[config.mk]
export PLATFORM = sky130hd
export DESIGN_NAME = dli_status
export DESIGN_NICKNAME = d
export VERILOG_FILES = /design/src/logic/dli_status.v
export VERILOG_INCLUDE_DIRS = /design/src /design/src/logic
export SDC_FILE = /design/constraint.sdc
export NUM_CORES = 1
export LEC_CHECK = 0
export BUFFER_PORTS_ARGS = -buffer_cell sky130_fd_sc_hd__buf_2
export CORE_MARGIN = 4
export CORE_UTILIZATION = 40
export DETAILED_ROUTE_END_ITERATION = 10
export PLACE_DENSITY = 0.77
export SLEW_MARGIN = 20
export SYNTH_ARGS = -nofsm -noshare
export SYNTH_HDL_FRONTEND = slang
export SYNTH_SLANG_ARGS = --single-unit
[constraint.sdc]
create_clock -name clk -period 1.4 [get_ports clk]
set_input_delay 0.14 -clock clk [delete_from_list [all_inputs] [get_ports clk]]
set_output_delay 0.14 -clock clk [all_outputs]
set_load 0.03 [all_outputs]
[src/logic/dli_status_map.vh]
`ifndef DLI_STATUS_MAP_VH
`define DLI_STATUS_MAP_VH
// Behaviour
// - Summary error flag bit 7 sets on any of the five error conditions.
// - Error interrupt follows the summary flag directly, no local mask.
// - Writing one to the summary flag clears it; zero leaves it.
// - Ack line fault bit 6 sets when any data input is low at ack.
// - Sub-flags clear only together with the summary flag clear.
// - Cancel bit 5 sets when a request is dropped for idle while pending.
// - Timeout bit 4 sets when the target fails to ack in time.
// - Target error bit 3 sets when target error is seen at ack.
// - Parity fault bit 2 sets on received versus computed parity mismatch.
// - Status bits 1 and 0 show received parity, upper bit in bit 1.
// - Target irq flag bit 7 mirrors the target irq pin; writes ignored.
// - Busy bit 6 reads one while a link transaction is in progress.
// - Address buffer reloads with transaction attributes at each start.
// - Address buffer bit 15 holds direction, one for read.
// - Address buffer bit 14 holds size, one for 8-bit.
// - Address buffer bit 12 holds mode, one for non-blocking; others reserved.
// - Address buffer bits 7:0 hold the window-relative address.
// - Data buffer holds write data from transaction start.
// - Data buffer follows read data and holds final value at ack.
// - Address and data buffers can be read per byte or per word.
// - While summary set, buffers freeze and transactions become idle.
// - Timeout after the configured link clock cycles without ack.

// Register word offsets (byte address)
`define DLI_OFS_ERR 4'h0
`define DLI_OFS_PIN 4'h4
`define DLI_OFS_ADR 4'h8
`define DLI_OFS_DATA 4'hc
// Error status field positions
`define DLI_B_SUM 7
`define DLI_B_ACK 6
`define DLI_B_CNCL 5
`define DLI_B_TIME 4
`define DLI_B_TERR 3
`define DLI_B_PAR 2
// Pin status field positions
`define DLI_B_IRQ 7
`define DLI_B_BUSY 6
// Address buffer field positions
`define DLI_B_DIR 15
`define DLI_B_SZ8 14
`define DLI_B_XFER_NONBLOCKING 12
// Reset values
`define DLI_RST_ERR 8'h00
`define DLI_RST_W16 16'h0000
`endif

[src/logic/dli_status.v]
// Local design decisions: register access over Avalon-MM and the address map.
`timescale 1ns/10ps
`include "dli_status_map.vh"
module dli_status #(
	parameter DW = 8
) (
	// Clock and reset
	input wire clk,
	input wire srst,
	// Avalon-MM slave
	input wire [3:0] avs_address,
	input wire avs_read,
	input wire avs_write,
	input wire [31:0] avs_writedata,
	input wire [3:0] avs_byteenable,
	output reg [31:0] avs_readdata,
	output wire avs_waitrequest,
	// Protocol engine events, same clock
	input wire xact_start,
	input wire xact_dir,
	input wire xact_byte_size,
	input wire xact_nonblocking,
	input wire [7:0] xact_addr,
	input wire [15:0] xact_wdata,
	input wire xact_end,
	input wire rd_data_vld,
	input wire [15:0] rd_data,
	input wire ack_cycle,
	input wire [DW-1:0] ack_data,
	input wire ack_target_err,
	input wire [1:0] ack_parity,
	input wire [1:0] calc_parity,
	input wire wait_expired,
	input wire xact_cancel,
	// Target interrupt pin, asynchronous
	input wire target_irq_pin,
	// Outputs
	output wire error_irq,
	output wire suppress_xact
);
	// ==========================================================
	// Target pin synchroniser
	reg irq_s1_r, irq_s2_r, irq_s3_r, target_irq_flag_r;
	always @(posedge clk) begin
		if (srst) begin
			irq_s1_r <= 1'b0;
			irq_s2_r <= 1'b0;
			irq_s3_r <= 1'b0;
			target_irq_flag_r <= 1'b0;
		end else begin
			irq_s1_r <= target_irq_pin;
			irq_s2_r <= irq_s1_r;
			irq_s3_r <= irq_s2_r;
			if (irq_s2_r == irq_s3_r)
				target_irq_flag_r <= irq_s3_r;
		end
	end

	// ==========================================================
	// Bus decode
	wire wr_err = avs_write && (avs_address == `DLI_OFS_ERR) && avs_byteenable[0];
	wire sum_clr = wr_err && avs_writedata[`DLI_B_SUM];
	// Reads stall one cycle so the registered read data stands at the accept edge
	reg rd_done_r;
	wire rd_done_nxt = avs_read && !rd_done_r;
	always @(posedge clk) begin
		if (srst)
			rd_done_r <= 1'b0;
		else
			rd_done_r <= rd_done_nxt;
	end
	assign avs_waitrequest = avs_read && !rd_done_r;

	// ==========================================================
	// Error flags
	reg [7:0] err_r;
	reg busy_r;
	reg [15:0] adr_r, data_r;
	wire sum = err_r[`DLI_B_SUM];
	// any data line low at ack
	wire ev_ack = ack_cycle && !(&ack_data);
	wire ev_terr = ack_cycle && ack_target_err;
	wire ev_par = ack_cycle && (ack_parity != calc_parity);
	wire ev_cncl = xact_cancel || (xact_start && sum);
	// wait counter lives in the engine, expiry arrives here
	wire ev_time = wait_expired;
	wire ev_any = ev_ack | ev_terr | ev_par | ev_cncl | ev_time;
	assign error_irq = sum;
	assign suppress_xact = sum;

	always @(posedge clk) begin
		if (srst) begin
			err_r <= `DLI_RST_ERR;
		end else begin
			// sub-flags clear with summary, set wins
			if (sum_clr)
				err_r[7:2] <= 6'h00;
			// summary from any event; same cycle, sticky
			if (ev_any)
				err_r[`DLI_B_SUM] <= 1'b1;
			if (ev_ack)
				err_r[`DLI_B_ACK] <= 1'b1;
			if (ev_cncl)
				err_r[`DLI_B_CNCL] <= 1'b1;
			if (ev_time)
				err_r[`DLI_B_TIME] <= 1'b1;
			if (ev_terr)
				err_r[`DLI_B_TERR] <= 1'b1;
			if (ev_par)
				err_r[`DLI_B_PAR] <= 1'b1;
			// received parity, frozen while error pending
			if (ack_cycle && !sum)
				err_r[1:0] <= ack_parity;
		end
	end

	// ==========================================================
	// Busy and capture buffers
	always @(posedge clk) begin
		if (srst) begin
			busy_r <= 1'b0;
			adr_r <= `DLI_RST_W16;
			data_r <= `DLI_RST_W16;
		end else begin
			if (xact_start && !sum)
				busy_r <= 1'b1;
			else if (xact_end)
				busy_r <= 1'b0;
			// reload at start; frozen while error
			if (xact_start && !sum) begin
				adr_r <= 16'h0000;
				adr_r[`DLI_B_DIR] <= xact_dir;
				adr_r[`DLI_B_SZ8] <= xact_byte_size;
				adr_r[`DLI_B_XFER_NONBLOCKING] <= xact_nonblocking;
				adr_r[7:0] <= xact_addr;
				data_r <= xact_dir ? data_r : xact_wdata;
			end else if (rd_data_vld && !sum && adr_r[`DLI_B_DIR]) begin
				data_r <= rd_data;
			end
		end
	end

	// ==========================================================
	// Read mux, byte lanes honoured
	function [31:0] lane_mask;
		input [3:0] be;
		lane_mask = {{8{be[3]}}, {8{be[2]}}, {8{be[1]}}, {8{be[0]}}};
	endfunction
	reg [31:0] rd_word;
	always @* begin
		case (avs_address)
		`DLI_OFS_ERR: rd_word = {24'h000000, err_r};
		`DLI_OFS_PIN: rd_word = {24'h000000, target_irq_flag_r, busy_r, 6'h00};
		`DLI_OFS_ADR: rd_word = {16'h0000, adr_r};
		`DLI_OFS_DATA: rd_word = {16'h0000, data_r};
		default: rd_word = 32'h00000000;
		endcase
	end
	always @(posedge clk) begin
		if (srst)
			avs_readdata <= 32'h00000000;
		else if (avs_read && !rd_done_r)
			avs_readdata <= rd_word & lane_mask(avs_byteenable);
	end
endmodule

======== Yosys cells after proc, flatten, opt, wreduce, memory -nomap -nowiden ========
Index checks and enable logic that the tools add are counted.
storage, ports and cells
  flip-flop bits (word level) ............. 73
  input bits .............................. 107
  output and inout port bits .............. 35
  word-level logic and storage cells ...... 67
operators by class
  equality and inequality tests ........... 6
  mux-type cells .......................... 13
  bitwise logic cells ..................... 5
  reduce and logical (&&, ||, !) cells .... 27
operators with widths
  cell                                           number
  one-hot mux 16 bit (4 select lines)            1
  two-way mux 16 bit                             3
  bitwise AND 32 bit                             1
  nonzero test 2 bit                             8
  logical AND 1 bit                              12
  == test 4 bit, second input constant           2
  two-way mux 1 bit                              8
  AND reduction 8 bit                            1
  two-way mux 6 bit                              1
  == test 4 x 3 -> 1 bit, second input constant  1
  zero test 4 bit                                1
  bitwise OR 1 bit                               4
  zero test 1 bit                                3
  != test 2 bit                                  1
  != test 2 bit, second input constant           1
  AND reduction 2 bit                            1
  == test 1 bit                                  1
  logical OR 1 bit                               1

======== Logic depth before layout (Yosys ltp) ========
Gate-level depths: netlist of run 1.
  word-level depth ........................ 8
  depth in mapped cells ................... 7
  gate-level depth less buffers ........... 5

======== Worst setup path after synthesis of run 1 ========
OpenSTA, ideal clock, no wires.
  kind .................................... reg2reg
  start ................................... reg err_r[7]
  end ..................................... reg data_r[10]
  library setup time ...................... 0.091 ns
  arrival ................................. 1.312 ns
  data required time ...................... 1.309 ns
  path slack .............................. -0.003 ns
  stages on the path, launching flop included .. 6
  path buffers ............................ 2
  clock period less this slack ............ 1.403 ns
  cell sequence ........................... dfxtp_1 > nand2b_1 > buf_6 > buf_6 > nand2_1 > a311oi_1
between the ends
  cells in the longest elaborated chain, start to end .. 5
  elaborated cells on any way between the ends .. 8
  those cells by class .................... 1 x eq/ne; 1 x mux; 6 x reduce/logical
RTL lines
  item                                  RTL line                            RTL
  start: declaration                    dli_status.v:76                     reg [7:0] err_r;
  start signal: assignment              dli_status.v:93                     err_r <= `DLI_RST_ERR;
  zero test 1 bit *                     dli_status.v:130, dli_status.v:137
  logical AND 1 bit (2 in a row)        dli_status.v:137                    end else if (rd_data_vld && !sum && adr_r[`DLI_B_DIR]) begin
  nonzero test 2 bit (no source line)   -
  AND reduction 2 bit (no source line)  -
  end signal: assignment                dli_status.v:123                    data_r <= `DLI_RST_W16;
  end signal: assignment                dli_status.v:136                    data_r <= xact_dir ? data_r : xact_wdata;
  end signal: assignment                dli_status.v:138                    data_r <= rd_data;
  end: declaration                      dli_status.v:78                     reg [15:0] adr_r, data_r;
Every way passes the cells marked *; elsewhere a longest branch is shown, timed or not.
A chain may end at the register's enable or synchronous reset.

======== Final worst setup path of run 1 ========
  start ................................... reg rd_done_r
  end ..................................... out avs_waitrequest
between the ends
  cells in the longest elaborated chain, start to end .. 2
RTL lines
  item                      RTL line         RTL
  start: declaration        dli_status.v:64  reg rd_done_r;
  start signal: assignment  dli_status.v:70  rd_done_r <= rd_done_nxt;
  zero test 1 bit           dli_status.v:72  assign avs_waitrequest = avs_read && !rd_done_r;
  logical AND 1 bit         dli_status.v:72
  end: declaration          dli_status.v:17  output wire avs_waitrequest,
No other way between the ends.

==> results of run 1 <==
[synth_stat cells]
cell type   n  area share
nand2_1    65       0.095
dfxtp_1    57        0.44
nor2_1     30       0.044
a21oi_1    24       0.047
buf_4      22       0.064
a311oi_1   16       0.054
a22oi_1     8       0.023
nand3_1     8       0.016
clkbuf_1    7       0.010
a22o_1      6       0.020
buf_2       5      0.0097
mux2_2      5       0.022
nor2b_1     5       0.012
nand2b_1    4      0.0097
o21ai_0     4      0.0078
buf_6       3       0.013
mux2_4      3       0.017
nand4_1     3      0.0073
and2_1      2      0.0049
mux2i_1     2      0.0078
mux4_2      2       0.017
xor2_1      2      0.0068
a211oi_1    1      0.0029
a21oi_4     1      0.0063
a221oi_1    1      0.0034
a22oi_2     1      0.0049
a41oi_1     1      0.0034
and4bb_2    1      0.0049
conb_1      1      0.0015
inv_2       1      0.0015
mux2_1      1      0.0044
nand3b_4    1      0.0078
nor2_4      1      0.0044
nor3b_1     1      0.0029
[routing by layer]
layer  vias to the layer above  track usage  routed length (um)
li1                       1176            -                   -
met1                      1035       0.2282                3058
met2                       102       0.2522                2738
met3                         9      0.04562                 587
met4                         0      0.08654                 115
met5                         -            0                   0
[layout make-up]
cell class                 instances  area (um^2)
sequential                        57         1145
multi-input combinational        215         1240
inverter                           1        6.256
clock inverter                     3        40.04
timing repair buffer             103        595.6
clock buffer                      12        155.1
tap                               75        93.84
fill                             576         2820
[kinds of logic after synthesis]
logic type / Yosys count / synth area share
and+or+nand+nor: 121 / 0.2079
AOI/OAI and AO/OA: 63 / 0.1734
DFF: 57 / 0.4429
buffers and inverters: 38 / 0.09859
muxes: 13 / 0.06896
xor gates and xnor gates: 2 / 0.006801
other: 1 / 0.001456
[how the worst min path moves through the flow]
stage / end / from / cells after the start / slack [ps]
2_1_floorplan: err_r[4]$_SDFFE_PP0P_ / wait_expired / 2 / 260
5_1_grt: adr_r[14]$_SDFFE_PP0P_ / xact_byte_size / 3 / 30
6_report: irq_s1_r$_SDFF_PP0_ / target_irq_pin / 2 / 30
4_1_cts: irq_s1_r$_SDFF_PP0_ / target_irq_pin / 2 / 20
3_3_place_gp: irq_s1_r$_SDFF_PP0_ / target_irq_pin / 2 / 370
3_5_place_dp: irq_s1_r$_SDFF_PP0_ / target_irq_pin / 2 / 370
[power breakdown]
part           switching, mW  internal [mW]  total (mW)
combinational          0.288          0.221       0.509
sequential            0.0435           1.69        1.73
clock                  0.627          0.903        1.53
total                  0.959           2.81        3.77
[what timing repair did]
action / in CTS / in global routing
hold endpoints to repair: 0 / 0
setup endpoints to repair: 0 / 4
hold buffers: 0 / 0
resized for setup: 0 / 3
[per-stage QoR]
step / area (um^2) / util / hold WS [ps] / power [mW]
final: 3276 / 0.5374 / 25.77 / 3.773
after global routing: 3276 / 0.5374 / 30.56 / 3.944
after CTS: 3268 / 0.5361 / 17.11 / 3.811
after detailed placement: 3073 / 0.5041 / 372.9 / 2.278
after global placement: 3073 / 0.5041 / 373.1 / 2.265
after floorplan: 2634 / - / 257.4 / 2.115
[state kept, by name (all words and copies together) (netlist names)]
register           flops
irq_s3_r               1
adr_r                 11
rd_done_r              1
data_r                16
irq_s2_r               1
target_irq_flag_r      1
irq_s1_r               1
busy_r                 1
err_r                  8
avs_readdata          16
==> results.md, run 1 <==
- Clock skew: between 5 and 6 ps
- Total global-route track usage: 0.1703
- Vias in the first global route: approximately 2100
- CTS Buf Count: 9
- Initial Util: 0.4226
- First-pass GRT wire length: ~10000 um
- Clock slew at reported path FFs: roughly 60 ps
- Crit path depth: 3
- Number of distinct library cells after synthesis: 34
- R2R depth: 5
- Die X: just under 90 um
- RSZ-0062 raised after global routing: false
- Pre-CTS setup slack: 81.18 ps
- Maximum clock frequency: between 700 and 800 MHz
- R2R Path End: data_r[6]$_SDFFE_PP0P_
- Outcome: finished, final reports clean
- Total congestion overflow: 0
- Antenna Nets Post-Route: 0
- Final number of setup-violating endpoints: 0
- Commonest non-fill, non-tap cell in the layout: buf_2
- Non-filler cells, final: about 470
- Num rows: 28
- Worst-path fanout max: 10
- Syn avg cell area: 8.733 um^2
- Port bufs: 92
- Max Transition Viols Final: 0
- CTS Buffer Depth: 2
- Area Overhead vs Synth: 27.15%
- Detailed Route WL: 6500 um
- Worst vdd ir: approximately 0.00056 V
- Fin nets: approximately 490
- DR vias/cell: approximately 5.0
- CP delay by family, top: buffers and inverters
- 1st-iter DRT viols: between 100 and 150
- Hold Crit Class: primary input to flop
- Flops & latches, synth: 57
- Ports: ~140
- Commonest cells after routing, fill and taps aside: buf_2, nand2_1, dfxtp_1
- Post-synthesis sequential area ratio: 0.4429
- Die area: between 7000 and 8000 um^2
- CTS Root Cell: clkbuf_8
- Drt pass-1 iters: 4
- CP required: between 1000 and 1500 ps
- Leak: around 1.5 nW
- Worst EP arrival: 1130 ps
- ANT cells: 0
- Placer congestion estimate: between 0.7 and 0.8
- Routed via count: 2322
- Tcrit/Tclk final: 0.9096
- CP endpoint kind: output pin
- Placed insts: between 400 and 500
- Max-cap violations: 0
- Period minus WS final: approximately 1300 ps
- Core area: approximately 6000 um^2
- Crit. Startpoint: rd_done_r$_SDFF_PP0_
- CTS tree: built
- Layout cells sized above 1: 0.3453
- Pin count of the biggest net entering global routing: between 50 and 60
- Crit path buffers/inverters: 2
- Max incr delay on CP: 290 ps
- WS Path Type: flop to output pin
- DPL Wire Length: approximately 4800 um
- # H-tree levels: 3
- Reg2reg start: adr_r[15]$_SDFFE_PP0P_
- Syn Inst Count: between 200 and 300
- Pwr/cell area: roughly 1200 nW/um^2
- Worst setup SP type: flop
- Synth Warn #: 0
- DR WL/cell: about 14 um
- Post-CTS Setup Bufs: 0
- Initial antenna violation count: 0
- Final WS setup: 126.6 ps
- Reg2Reg Setup Slack: 140 ps
- Die Y: 88.26 um
- Crit path to: avs_waitrequest
- # DRC: 0
- Worst-path cell chain: nand2b_1 -> inv_4 -> clkbuf_4
- Final Hold Viols: 0
- TNS Setup: 0 ps
- Worst skew pair latency: about 340 ps
- TritonCTS Sinks: 57
- Highest-delay cell along the critical path: dfxtp_1
- Mapped cell area: 2576 um^2
Note: power is estimated with default switching activity, not from simulation.
==> run 2: changes to the inputs <==
--- a/config.mk
+++ b/config.mk
@@ -7,6 +7,7 @@
 export NUM_CORES = 1
 export LEC_CHECK = 0
 export BUFFER_PORTS_ARGS = -buffer_cell sky130_fd_sc_hd__buf_2
+export CORE_ASPECT_RATIO = 0.9
 export CORE_MARGIN = 4
 export CORE_UTILIZATION = 40
 export DETAILED_ROUTE_END_ITERATION = 10
==> run 2 against run 1 <==
Compared with the run above:
- die area about the same
- via count decreased by 0.69%
- final cell count increased by 2.6%
- count of clock-buffer cells in the layout unchanged
- combinational power about the same
- global-route usage increased by 0.051 points
- setup slack got worse by 29 ps
- critical endpoint unchanged
- highest routed layer unchanged
==> results.md, run 2 (synthesis gave the netlist of run 1 again) <==
- Outcome: finished, final reports clean
- Layout cells sized above 1: 0.3453
- DR WL/cell: 13.36 um
- Drt pass-1 iters: 4
- Commonest non-fill, non-tap cell in the layout: buf_2
- ANT cells: 0
- Most used routing layer: met2
- Die X: approximately 93 um
- Port bufs: just over 90
- Grt met2 use: 0.2688
- Met3 usage in global routing: 0.04659
- WS Path Type: flop to output pin
- Num rows: 27
- Routed via count: 2306
- Worst skew pair latency: about 320 ps
- R2R Path End: data_r[12]$_SDFFE_PP0P_
- 1st-iter DRT viols: 100
- DPL Wire Length: a little under 5000 um
- Placer congestion estimate: ~0.8
- Placed insts: between 400 and 500
- Met1 GRT Util: 0.2254
- Vias in the first global route: 2272
- Crit path to: avs_waitrequest
- # DRC: 0
- Non-filler cells, final: ~480
- Max-cap violations: 0
- Reg2Reg Setup Slack: 150 ps
- Final Power: between 3 and 4 mW
- TritonCTS Sinks: 57
- Final number of setup-violating endpoints: 0
- Core area: 6182 um^2
- DP Area: 3088 um^2
- DR vias/cell: roughly 4.8
- CTS Root Cell: clkbuf_8
- Worst setup SP type: flop
- Worst vdd ir: ~0.00045 V
- Initial antenna violation count: 0
- Final Hold Viols: 0
- Clock skew: ~6.4 ps
- Top flop regs: avs_readdata: 16 flops, data_r: 16 flops, adr_r: 11 flops
- Initial Util: 0.4167
- Worst EP arrival: between 1000 and 1500 ps
- Period minus WS final: 1302 ps
- Commonest cells after routing, fill and taps aside: buf_2, nand2_1, dfxtp_1
- First-pass GRT wire length: 10580 um
- Antenna Nets Post-Route: 0
- Die Y: around 84 um
- TNS Setup: 0 ps
- Worst-path fanout max: 10
- Reg2reg start: adr_r[15]$_SDFFE_PP0P_
- Ports: ~140
- R2R depth: 5
- Max Transition Viols Final: 0
- Leak: 1.455 nW
- Finished Cell Area: ~3300 um^2
- Clock slew at reported path FFs: ~60 ps
- Hold Crit Class: primary input to flop
- Tcrit/Tclk final: 0.9303
- CTS tree: built
- Total global-route track usage: 0.1708
- Total congestion overflow: 0
- CTS Buf Count: 9
- CTS Buffer Depth: 2
- Crit. Startpoint: rd_done_r$_SDFF_PP0_
- Post-CTS Setup Bufs: 0
- Pwr/cell area: 1141 nW/um^2
- RSZ-0062 raised after global routing: false
- CP endpoint kind: output pin
- Maximum clock frequency: approximately 770 MHz
- Die area: approximately 8000 um^2
- Detailed Route WL: about 6400 um
- Pin count of the biggest net entering global routing: between 50 and 60
- Fin nets: 494
- # H-tree levels: 3
- Area Overhead vs Synth: 27.54%
- CP required: approximately 1300 ps
-- run 2: critical path, cell delays in order (launching register included) --
cell,delay (ps)
dfxtp_1,290
nand2b_1,150
inv_2,170
buf_2,230
-- run 2: layout make-up --
type / instances / area (um^2)
Timing Repair Buffer: 103 / 593.1
Clock buffer: 12 / 155.1
Sequential cell: 57 / 1145
Clock inverter: 3 / 40.04
Fill cell: 585 / 2897
Multi-Input combinational cell: 215 / 1240
Tap cell: 87 / 108.9
Inverter: 1 / 3.754
-- run 2: what timing repair did --
item	in CTS	in global routing
hold buffers	0	0
setup endpoints to repair	0	3
resized for setup	0	1
-- run 2: stage by stage --
step | utilization | setup WS, ps | hold WS [ps]
detailed placement | 0.4995 | 91.36 | 361.6
global placement | 0.4995 | 106.8 | 358.2
global route | 0.5315 | 8.400 | 34.94
finish | 0.5315 | 97.62 | 37.67
floorplan | - | 110.7 | 257.4
CTS | 0.5311 | 78.20 | 23.19
-- run 2: per-layer routing --
layer / up-vias / share of wire
li1: 1171 / -
met1: 1032 / 0.46
met4: 0 / 0.0072
met3: 5 / 0.090
met5: - / 0
met2: 98 / 0.45
-- run 2: how the worst min path moves through the flow --
| stage | start | end | slack, ps | cells past startpoint |
|---|---|---|---|---|
| floorplan | wait_expired | err_r[4]$_SDFFE_PP0P_ | 260 | 2 |
| global placement | target_irq_pin | irq_s1_r$_SDFF_PP0_ | 360 | 2 |
| detailed placement | target_irq_pin | irq_s1_r$_SDFF_PP0_ | 360 | 2 |
| CTS | target_irq_pin | irq_s1_r$_SDFF_PP0_ | 20 | 2 |
| global route | wait_expired | err_r[4]$_SDFFE_PP0P_ | 30 | 3 |
| finish | target_irq_pin | irq_s1_r$_SDFF_PP0_ | 40 | 2 |
-- run 2: power breakdown --
part / switching (mW) / internal (mW) / leakage [nW]
clock: 0.604 / 0.904 / 0.102
sequential: 0.0433 / 1.69 / 0.466
combinational: 0.287 / 0.219 / 0.886
total: 0.934 / 2.81 / 1.45
